File: src/msi_cap_pkg.sv
// Constants and types for the interrupt message and express capability block
package msi_cap_pkg;

  // ----------------------------------------------------------------
  // Capability placement in configuration space
  // ----------------------------------------------------------------
  localparam logic [7:0] MSI_CAP_BASE = 8'h48;
  localparam logic [7:0] EXP_CAP_BASE = 8'h60;
  localparam logic [7:0] MSI_CAP_ID = 8'h05;
  localparam logic [7:0] MSI_NEXT_PTR = 8'h60;
  localparam logic [7:0] EXP_CAP_ID = 8'h10;
  localparam logic [7:0] EXP_NEXT_PTR = 8'h00;

  // ----------------------------------------------------------------
  // Relative offsets inside the interrupt message capability
  // ----------------------------------------------------------------
  localparam logic [7:0] MSI_OFS_HDR = 8'h00;
  localparam logic [7:0] MSI_OFS_ADDR_LO = 8'h04;
  localparam logic [7:0] MSI_OFS_ADDR_HI = 8'h08;
  localparam logic [7:0] MSI_OFS_DATA_32 = 8'h08;
  localparam logic [7:0] MSI_OFS_DATA_64 = 8'h0C;
  localparam logic [7:0] MSI_OFS_MASK_32 = 8'h0C;
  localparam logic [7:0] MSI_OFS_MASK_64 = 8'h10;
  localparam logic [7:0] MSI_OFS_PEND_32 = 8'h10;
  localparam logic [7:0] MSI_OFS_PEND_64 = 8'h14;

  // ----------------------------------------------------------------
  // Relative offsets inside the express capability
  // ----------------------------------------------------------------
  localparam logic [7:0] EXP_OFS_HDR = 8'h00;
  localparam logic [7:0] EXP_OFS_DEV_CAPS = 8'h04;
  localparam logic [7:0] EXP_OFS_DEV_CTL = 8'h08;
  localparam logic [7:0] EXP_OFS_LINK_CAPS = 8'h0C;
  localparam logic [7:0] EXP_OFS_LINK_CTL = 8'h10;

  // ----------------------------------------------------------------
  // Message control word fields and fixed values
  // ----------------------------------------------------------------
  localparam int CTL_MME_LSB = 4;
  localparam logic per_vector_masking_flag = 1'b1;
  localparam logic wide_message_address_flag = 1'b1;
  localparam logic WIDE_ALT_FLAG = 1'b1;
  localparam logic [2:0] MSG_CAPABLE = 3'h0;
  localparam logic [2:0] MME_RESET = 3'h0;

  // ----------------------------------------------------------------
  // Express capabilities word fields
  // ----------------------------------------------------------------
  localparam logic [4:0] EXP_MSG_NUM = 5'h00;
  localparam logic EXP_SLOT_IMPL = 1'b0;
  localparam logic [3:0] EXP_PORT_TYPE = 4'h1;
  localparam logic [3:0] EXP_VERSION = 4'h1;

  // ----------------------------------------------------------------
  // Reset values of writable registers
  // ----------------------------------------------------------------
  localparam logic [31:0] ADDR_RESET = 32'h0000_0000;
  localparam logic [15:0] DATA_RESET = 16'h0000;
  localparam logic MASK_RESET = 1'b0;
  localparam logic [15:0] CTL16_RESET = 16'h0000;

  // ----------------------------------------------------------------
  // Carriers and states
  // ----------------------------------------------------------------
  typedef struct packed {
    logic valid;
    logic write;
    logic [7:0] addr;
    logic [3:0] be;
    logic [31:0] wdata;
  } cfg_req_t;

  typedef struct packed {
    logic [63:0] addr;
    logic [15:0] data;
  } msg_t;

  typedef enum logic [1:0] {
    ST_IDLE = 2'b01,
    ST_SEND = 2'b10
  } send_state_t;

endpackage

File: src/msi_express_cap.sv
// Interrupt message and express capability registers with message sender
`timescale 1ns/1ps

module msi_express_cap
  import msi_cap_pkg::*;
#(
  parameter logic [31:0] DEV_CAPS_VALUE = 32'h0000_0000,
  parameter logic [31:0] LINK_CAPS_VALUE = 32'h0000_0000
) (
  // Clock and reset
  input wire logic sys_clk,
  input wire logic rst,
  // Configuration requests from the host
  input wire cfg_req_t cfg_req,
  output logic cfg_ack,
  output logic [31:0] cfg_rdata,
  // Internal interrupt event
  input wire logic irq_req,
  // Message write towards the link
  output logic msg_valid,
  output msg_t msg,
  input wire logic msg_ready
);

  // ----------------------------------------------------------------
  // Absolute addresses
  // ----------------------------------------------------------------
  // Layout follows the wide-address flag, which is fixed high
  localparam logic [7:0] A_MSI_HDR = MSI_CAP_BASE + MSI_OFS_HDR;
  localparam logic [7:0] A_ADDR_LO = MSI_CAP_BASE + MSI_OFS_ADDR_LO;
  localparam logic [7:0] A_ADDR_HI = MSI_CAP_BASE + MSI_OFS_ADDR_HI;
  localparam logic [7:0] A_DATA = MSI_CAP_BASE +
    (wide_message_address_flag ? MSI_OFS_DATA_64 : MSI_OFS_DATA_32);
  localparam logic [7:0] A_MASK = MSI_CAP_BASE +
    (wide_message_address_flag ? MSI_OFS_MASK_64 : MSI_OFS_MASK_32);
  localparam logic [7:0] A_PEND = MSI_CAP_BASE +
    (wide_message_address_flag ? MSI_OFS_PEND_64 : MSI_OFS_PEND_32);
  localparam logic [7:0] A_EXP_HDR = EXP_CAP_BASE + EXP_OFS_HDR;
  localparam logic [7:0] A_DEV_CAPS = EXP_CAP_BASE + EXP_OFS_DEV_CAPS;
  localparam logic [7:0] A_DEV_CTL = EXP_CAP_BASE + EXP_OFS_DEV_CTL;
  localparam logic [7:0] A_LINK_CAPS = EXP_CAP_BASE + EXP_OFS_LINK_CAPS;
  localparam logic [7:0] A_LINK_CTL = EXP_CAP_BASE + EXP_OFS_LINK_CTL;

  // ----------------------------------------------------------------
  // Helpers
  // ----------------------------------------------------------------
  // Byte-lane merge of a write into a stored word
  function automatic logic [31:0] merge(input logic [31:0] old, input logic [31:0] wd,
                                        input logic [3:0] be);
    logic [31:0] res;
    res = old;
    for (int i = 0; i < 4; i++) begin
      if (be[i]) begin
        res[8*i +: 8] = wd[8*i +: 8];
      end
    end
    return res;
  endfunction

  // ----------------------------------------------------------------
  // Register state
  // ----------------------------------------------------------------
  logic [2:0] mme_r, mme_nxt;
  logic [31:0] addr_lo_r, addr_lo_nxt;
  logic [31:0] addr_hi_r, addr_hi_nxt;
  logic [15:0] data_r, data_nxt;
  logic mask_r, mask_nxt;
  logic [15:0] dev_ctl_r, dev_ctl_nxt;
  logic [15:0] link_ctl_r, link_ctl_nxt;
  logic [31:0] rdata_r, rdata_nxt;
  logic ack_r, ack_nxt;
  logic pend_r, pend_nxt;
  send_state_t state_r, state_nxt;
  logic msg_valid_r, msg_valid_nxt;
  msg_t msg_r, msg_nxt;
  logic [15:0] msi_ctl;
  logic [15:0] exp_caps;
  logic wr;
  logic rd;

  // Fixed and live fields of the two capability headers
  assign msi_ctl = {7'h00, per_vector_masking_flag, wide_message_address_flag,
                    mme_r, MSG_CAPABLE, WIDE_ALT_FLAG};
  assign exp_caps = {2'h0, EXP_MSG_NUM, EXP_SLOT_IMPL,
                     EXP_PORT_TYPE, EXP_VERSION};
  assign wr = cfg_req.valid && cfg_req.write;
  assign rd = cfg_req.valid && !cfg_req.write;

  // ----------------------------------------------------------------
  // Configuration access
  // ----------------------------------------------------------------
  // Every request is answered the next cycle; unmapped reads give zero
  always_comb begin
    mme_nxt = mme_r;
    addr_lo_nxt = addr_lo_r;
    addr_hi_nxt = addr_hi_r;
    data_nxt = data_r;
    mask_nxt = mask_r;
    dev_ctl_nxt = dev_ctl_r;
    link_ctl_nxt = link_ctl_r;
    ack_nxt = cfg_req.valid;
    rdata_nxt = 32'h0000_0000;
    if (wr) begin
      case (cfg_req.addr)
        A_MSI_HDR: begin
          if (cfg_req.be[2]) begin
            mme_nxt = cfg_req.wdata[16 + CTL_MME_LSB +: 3];
          end
        end
        A_ADDR_LO: begin
          // Low two bits stay zero: the target is word aligned
          addr_lo_nxt = merge(addr_lo_r, cfg_req.wdata, cfg_req.be) &
                        32'hFFFF_FFFC;
        end
        A_ADDR_HI: addr_hi_nxt = merge(addr_hi_r, cfg_req.wdata, cfg_req.be);
        A_DATA: data_nxt = merge({16'h0000, data_r}, cfg_req.wdata,
                                 cfg_req.be)[15:0];
        A_MASK: begin
          // Only vector 0 exists, so only its mask bit is kept
          if (cfg_req.be[0]) begin
            mask_nxt = cfg_req.wdata[0];
          end
        end
        A_DEV_CTL: dev_ctl_nxt = merge({16'h0000, dev_ctl_r}, cfg_req.wdata,
                                       cfg_req.be)[15:0];
        A_LINK_CTL: link_ctl_nxt = merge({16'h0000, link_ctl_r}, cfg_req.wdata,
                                         cfg_req.be)[15:0];
        default: begin
        end
      endcase
    end
    if (rd) begin
      case (cfg_req.addr)
        A_MSI_HDR: rdata_nxt = {msi_ctl, MSI_NEXT_PTR, MSI_CAP_ID};
        A_ADDR_LO: rdata_nxt = addr_lo_r;
        A_ADDR_HI: rdata_nxt = addr_hi_r;
        A_DATA: rdata_nxt = {16'h0000, data_r};
        A_MASK: rdata_nxt = {31'h0000_0000, mask_r};
        A_PEND: rdata_nxt = {31'h0000_0000, pend_r};
        A_EXP_HDR: rdata_nxt = {exp_caps, EXP_NEXT_PTR, EXP_CAP_ID};
        A_DEV_CAPS: rdata_nxt = DEV_CAPS_VALUE;
        A_DEV_CTL: rdata_nxt = {16'h0000, dev_ctl_r};
        A_LINK_CAPS: rdata_nxt = LINK_CAPS_VALUE;
        A_LINK_CTL: rdata_nxt = {16'h0000, link_ctl_r};
        default: rdata_nxt = 32'h0000_0000;
      endcase
    end
  end

  // Register the configuration state and the answer
  always_ff @(posedge sys_clk or posedge rst) begin
    if (rst) begin
      mme_r <= MME_RESET;
      addr_lo_r <= ADDR_RESET;
      addr_hi_r <= ADDR_RESET;
      data_r <= DATA_RESET;
      mask_r <= MASK_RESET;
      dev_ctl_r <= CTL16_RESET;
      link_ctl_r <= CTL16_RESET;
      rdata_r <= 32'h0000_0000;
      ack_r <= 1'b0;
    end else begin
      mme_r <= mme_nxt;
      addr_lo_r <= addr_lo_nxt;
      addr_hi_r <= addr_hi_nxt;
      data_r <= data_nxt;
      mask_r <= mask_nxt;
      dev_ctl_r <= dev_ctl_nxt;
      link_ctl_r <= link_ctl_nxt;
      rdata_r <= rdata_nxt;
      ack_r <= ack_nxt;
    end
  end

  // ----------------------------------------------------------------
  // Message sender
  // ----------------------------------------------------------------
  // No sideband wire exists: every interrupt leaves as a memory write
  // A new event in the cycle the message is taken keeps pending set
  always_comb begin
    state_nxt = state_r;
    msg_valid_nxt = msg_valid_r;
    msg_nxt = msg_r;
    pend_nxt = pend_r;
    case (state_r)
      ST_IDLE: begin
        // Pending launches as soon as the vector is unmasked
        if (pend_r && !mask_r) begin
          state_nxt = ST_SEND;
          msg_valid_nxt = 1'b1;
          msg_nxt.addr = {addr_hi_r, addr_lo_r};
          msg_nxt.data = data_r;
        end
      end
      ST_SEND: begin
        if (msg_ready) begin
          state_nxt = ST_IDLE;
          msg_valid_nxt = 1'b0;
          pend_nxt = 1'b0;
        end
      end
      default: begin
        state_nxt = ST_IDLE;
        msg_valid_nxt = 1'b0;
      end
    endcase
    if (irq_req) begin
      pend_nxt = 1'b1;
    end
  end

  // Register the sender state
  always_ff @(posedge sys_clk or posedge rst) begin
    if (rst) begin
      state_r <= ST_IDLE;
      msg_valid_r <= 1'b0;
      msg_r <= '0;
      pend_r <= 1'b0;
    end else begin
      state_r <= state_nxt;
      msg_valid_r <= msg_valid_nxt;
      msg_r <= msg_nxt;
      pend_r <= pend_nxt;
    end
  end

  // ----------------------------------------------------------------
  // Outputs
  // ----------------------------------------------------------------
  assign cfg_ack = ack_r;
  assign cfg_rdata = rdata_r;
  assign msg_valid = msg_valid_r;
  assign msg = msg_r;
endmodule

File: config.mk
export PLATFORM = sky130hd
export DESIGN_NAME = msi_express_cap
export DESIGN_NICKNAME = d
export VERILOG_FILES = /design/src/msi_cap_pkg.sv /design/src/msi_express_cap.sv
export SDC_FILE = /design/constraint.sdc
export NUM_CORES = 1
export LEC_CHECK = 0
export BUFFER_PORTS_ARGS = -buffer_cell sky130_fd_sc_hd__buf_2
export CAP_MARGIN = 20
export CORE_ASPECT_RATIO = 0.6
export CORE_MARGIN = 2
export CORE_UTILIZATION = 50
export CTS_CLUSTER_DIAMETER = 100
export DETAILED_ROUTE_END_ITERATION = 10
export GPL_TIMING_DRIVEN = 1
export HOLD_SLACK_MARGIN = 0.12
export PLACE_DENSITY = 0.72
export RECOVER_POWER = 100
export REMOVE_ABC_BUFFERS = 1
export SETUP_SLACK_MARGIN = 0.4
export SYNTH_ARGS = -nofsm -noshare
export SYNTH_HDL_FRONTEND = slang
export SYNTH_SLANG_ARGS = --single-unit
File: constraint.sdc
create_clock -name sys_clk -period 8.9 [get_ports sys_clk]
set_input_delay 1.78 -clock sys_clk [delete_from_list [all_inputs] [get_ports sys_clk]]
set_output_delay 1.78 -clock sys_clk [all_outputs]
set_load 0.01 [all_outputs]
==> flow_metrics.py <==
metrics = {
    "timing": {
        "setup-violations-final": 0,
        "hold_slack_ns": 0.484,
        "relSlewSlack_pct": -150,
        "max_slew.worst_pin.slew_ns": 3.75,
        "min_period_ns": 5.53,
        "layout_worst_path_cycle_share_pct": 62.2,
        "tns_ns": 0,
        "slew_violations": 187,
        "rsz0062_at_grt": "no",
        "clock-skew-final_ns": 0.0248,
        "timing.fmax_ghz": 0.181,
        "finalHoldViolCount": 0,
    },
    "global_route": {
        "antenna_found_initial": 0,
        "use_met3_pct": 4.27,
        "gr-total-overflow": 0,
        "grt_use_met2_pct": 33.6,
        "grt_pass1_wl_um": 35600,
        "grt_max_degree": 144,
        "grt-busiest-layer": "met1",
        "first_global_vias": 6254,
        "met1_usage_pct": 34.2,
        "grt_use_total_pct": 22.5,
    },
    "yosys": {
        "synth_common_cells": "dfrtp_1, mux2_1, mux2_2, a21oi_1, a22oi_1",
        "netlist_area_mm2": 0.00952,
        "synth_cell_types": 57,
        "synthTopCellsByArea": "dfrtp_1, mux2_1, mux2_2, a22oi_1, a21oi_1",
        "yosysWarningCount": 0,
        "yosys.cell_count.top_type": "dfrtp_1",
        "synth_top_cell_by_area": "dfrtp_1",
        "netlist_instances": 661,
        "yosysSeqAreaShare_pct": 59.9,
        "synth_top_area_share_pct": 59.7,
        "async_flop_share_pct": 100,
        "synth-edff-count": 0,
        "ys.flop_type": "dfrtp_1",
        "ys_ff_latch": 228,
        "postSynthAreaPerCell_um2": 14.4,
    },
    "final_layout": {
        "area_growth_pct": 15.1,
        "post-route-util_pct": 58.2,
        "layout-drive-gt1-share_pct": 23.6,
        "final_nets": 862,
        "antenna_cells": 0,
    },
    "clocking": {
        "cts.sinks": 228,
        "cts_buffer_depth": 3,
        "cts_resized": 0,
        "cts_root_buf": "clkbuf_16",
        "clk_pin_slew_ns": 0.07,
        "hold_buffers": 0,
        "tritoncts": "done",
        "numCtsBuffers": 22,
        "post_cts_buffers": 0,
        "insertion_delay_ns": 0.52,
        "cts-htree-levels": 1,
    },
    "routing": {
        "first_pass_iters": 5,
        "routed_wl_um": 23000,
        "routedWlPerCell_um": 21.5,
        "postRouteAntennaNets": 0,
        "drtIter0Drc": 471,
        "via_per_inst": 5.74,
        "vias": 6157,
        "drc_errors": 0,
    },
    "floorplanning": {
        "core_area_mm2": 0.0188,
        "num_rows": 39,
        "dieArea_mm2": 0.0202,
        "die_h_um": 111,
        "io_pins": 164,
        "initial_utilization_pct": 50.5,
        "die_x_um": 182,
    },
    "pwr": {
        "p_sw_uw": 593,
        "power.density_mw_per_mm2": 212,
        "leakage_nw": 5.43,
        "irDropWorstVdd_mv": 0.170,
        "p_clk_share_pct": 40.2,
        "p_comb_share_pct": 12.7,
        "seqPwrFrac_pct": 47.0,
        "p_int_mw": 1.73,
        "swShare_pct": 25.6,
    },
    "critical_path": {
        "crit_path_start_kind": "register",
        "crit_buf_inv": 1,
        "cp.required_ns": 9.28,
        "arrival_ns": 5.91,
        "crit_type": "reg2reg",
        "cp_cell_sequence": "nand2_1 > nor3_1 > clkbuf_1 > mux2_2",
        "cp_max_fo": 64,
        "cp_slowest_stage_delay_ns": 2.73,
        "cp-end-kind": "register",
        "critical-path-top-delay-family": "buffers and inverters",
        "crit_slowest_cell": "clkbuf_1",
    },
    "hold_path": {
        "hold_path.class": "reg2reg",
    },
    "run": {
        "maxCapViolCount": 5,
    },
    "run_status": {
        "failed_checks": "max-capacitance violations, max-slew violations",
        "status": "finished with violations",
    },
    "placement": {
        "gp_congestion": 0.820,
        "dp_hpwl_um": 15300,
        "portBuffers": 161,
    },
}
power groups by stage:
stage	Combinational [mW]	Clock, mW	Sequential (mW)
floorplan	0.195	0	1.12
global placement	0.285	0	1.11
detailed placement	0.295	0	1.11
CTS	0.296	0.946	1.09
global route	0.319	0.986	1.09
finish	0.296	0.933	1.09
cell usage in the layout, fill, tap and decap left out, types with 4 or more instances in the layout:
cell and instances:
dfrtp_1 227, clkbuf_1 121, mux2_1 103, mux2_2 103, buf_2 44, a21oi_1 24, a22oi_1 23, clkbuf_16 22
and3_1 19, nor3b_1 14, nor2_1 14, o21ai_0 14, nand2_1 13, nand3_1 9, clkinv_2 6, inv_1 5
clkbuf_8 5, nor2b_1 4, a32oi_1 4
metrics by stage:
step | setup slack [ns] | area, um^2 | power, mW | std cells
after detailed placement | 4.10 | 10500 | 1.41 | 1032
final | 3.37 | 11000 | 2.32 | 1073
after global placement | 4.29 | 10500 | 1.39 | 1032
after global routing | 2.86 | 11000 | 2.40 | 1073
after floorplan | 0.874 | 9310 | 1.31 | 622
after CTS | 4.63 | 11200 | 2.33 | 1071
state kept, by name, summed over array words and instances (netlist names):
register    flops
msg            78
addr_hi_r      32
cfg_rdata      32
addr_lo_r      30
data_r         16
dev_ctl_r      16
link_ctl_r     16
mme_r           3
state_r         2
cfg_ack         1
mask_r          1
pend_r          1
final timing paths:
kind	start	end	slack, ns	depth (start not counted)
min in group asynchronous	rst	msg[33]	1.48	2
worst min register to register	link_ctl_r[2]	link_ctl_r[2]	0.48	1
max in group asynchronous	rst	cfg_rdata[9]	4.72	3
worst min-delay path	link_ctl_r[2]	link_ctl_r[2]	0.48	1
worst max-delay path	state_r[0]	msg[31]	3.37	4
worst max register to register	state_r[0]	msg[31]	3.37	4
cell type report:
| type | count | area (um^2) |
|---|---|---|
| clock inverter | 11 | 109 |
| fill | 1569 | 7870 |
| multi-input combinational | 388 | 3490 |
| sequential | 228 | 5710 |
| clock buffer | 28 | 623 |
| inverter | 6 | 30.0 |
| timing repair buffer | 166 | 698 |
| tap | 246 | 308 |
routing by layer:
layer	part of all wire, %	routed length, um
met5	0	0
met3	6.7	1550
met4	2.0	468
met1	47	10800
met2	44	10200
logic make-up after synthesis:
kind of cell | Yosys count | synth area share, %
simple gates | 99 | 7.24
mux | 208 | 24.9
xor+xnor | 1 | 0.0920
compound gates | 78 | 5.31
other cells | 1 | 0.0394
flops | 228 | 59.9
buf+inv | 46 | 2.47
Note: power is estimated with default switching activity, not from simulation.
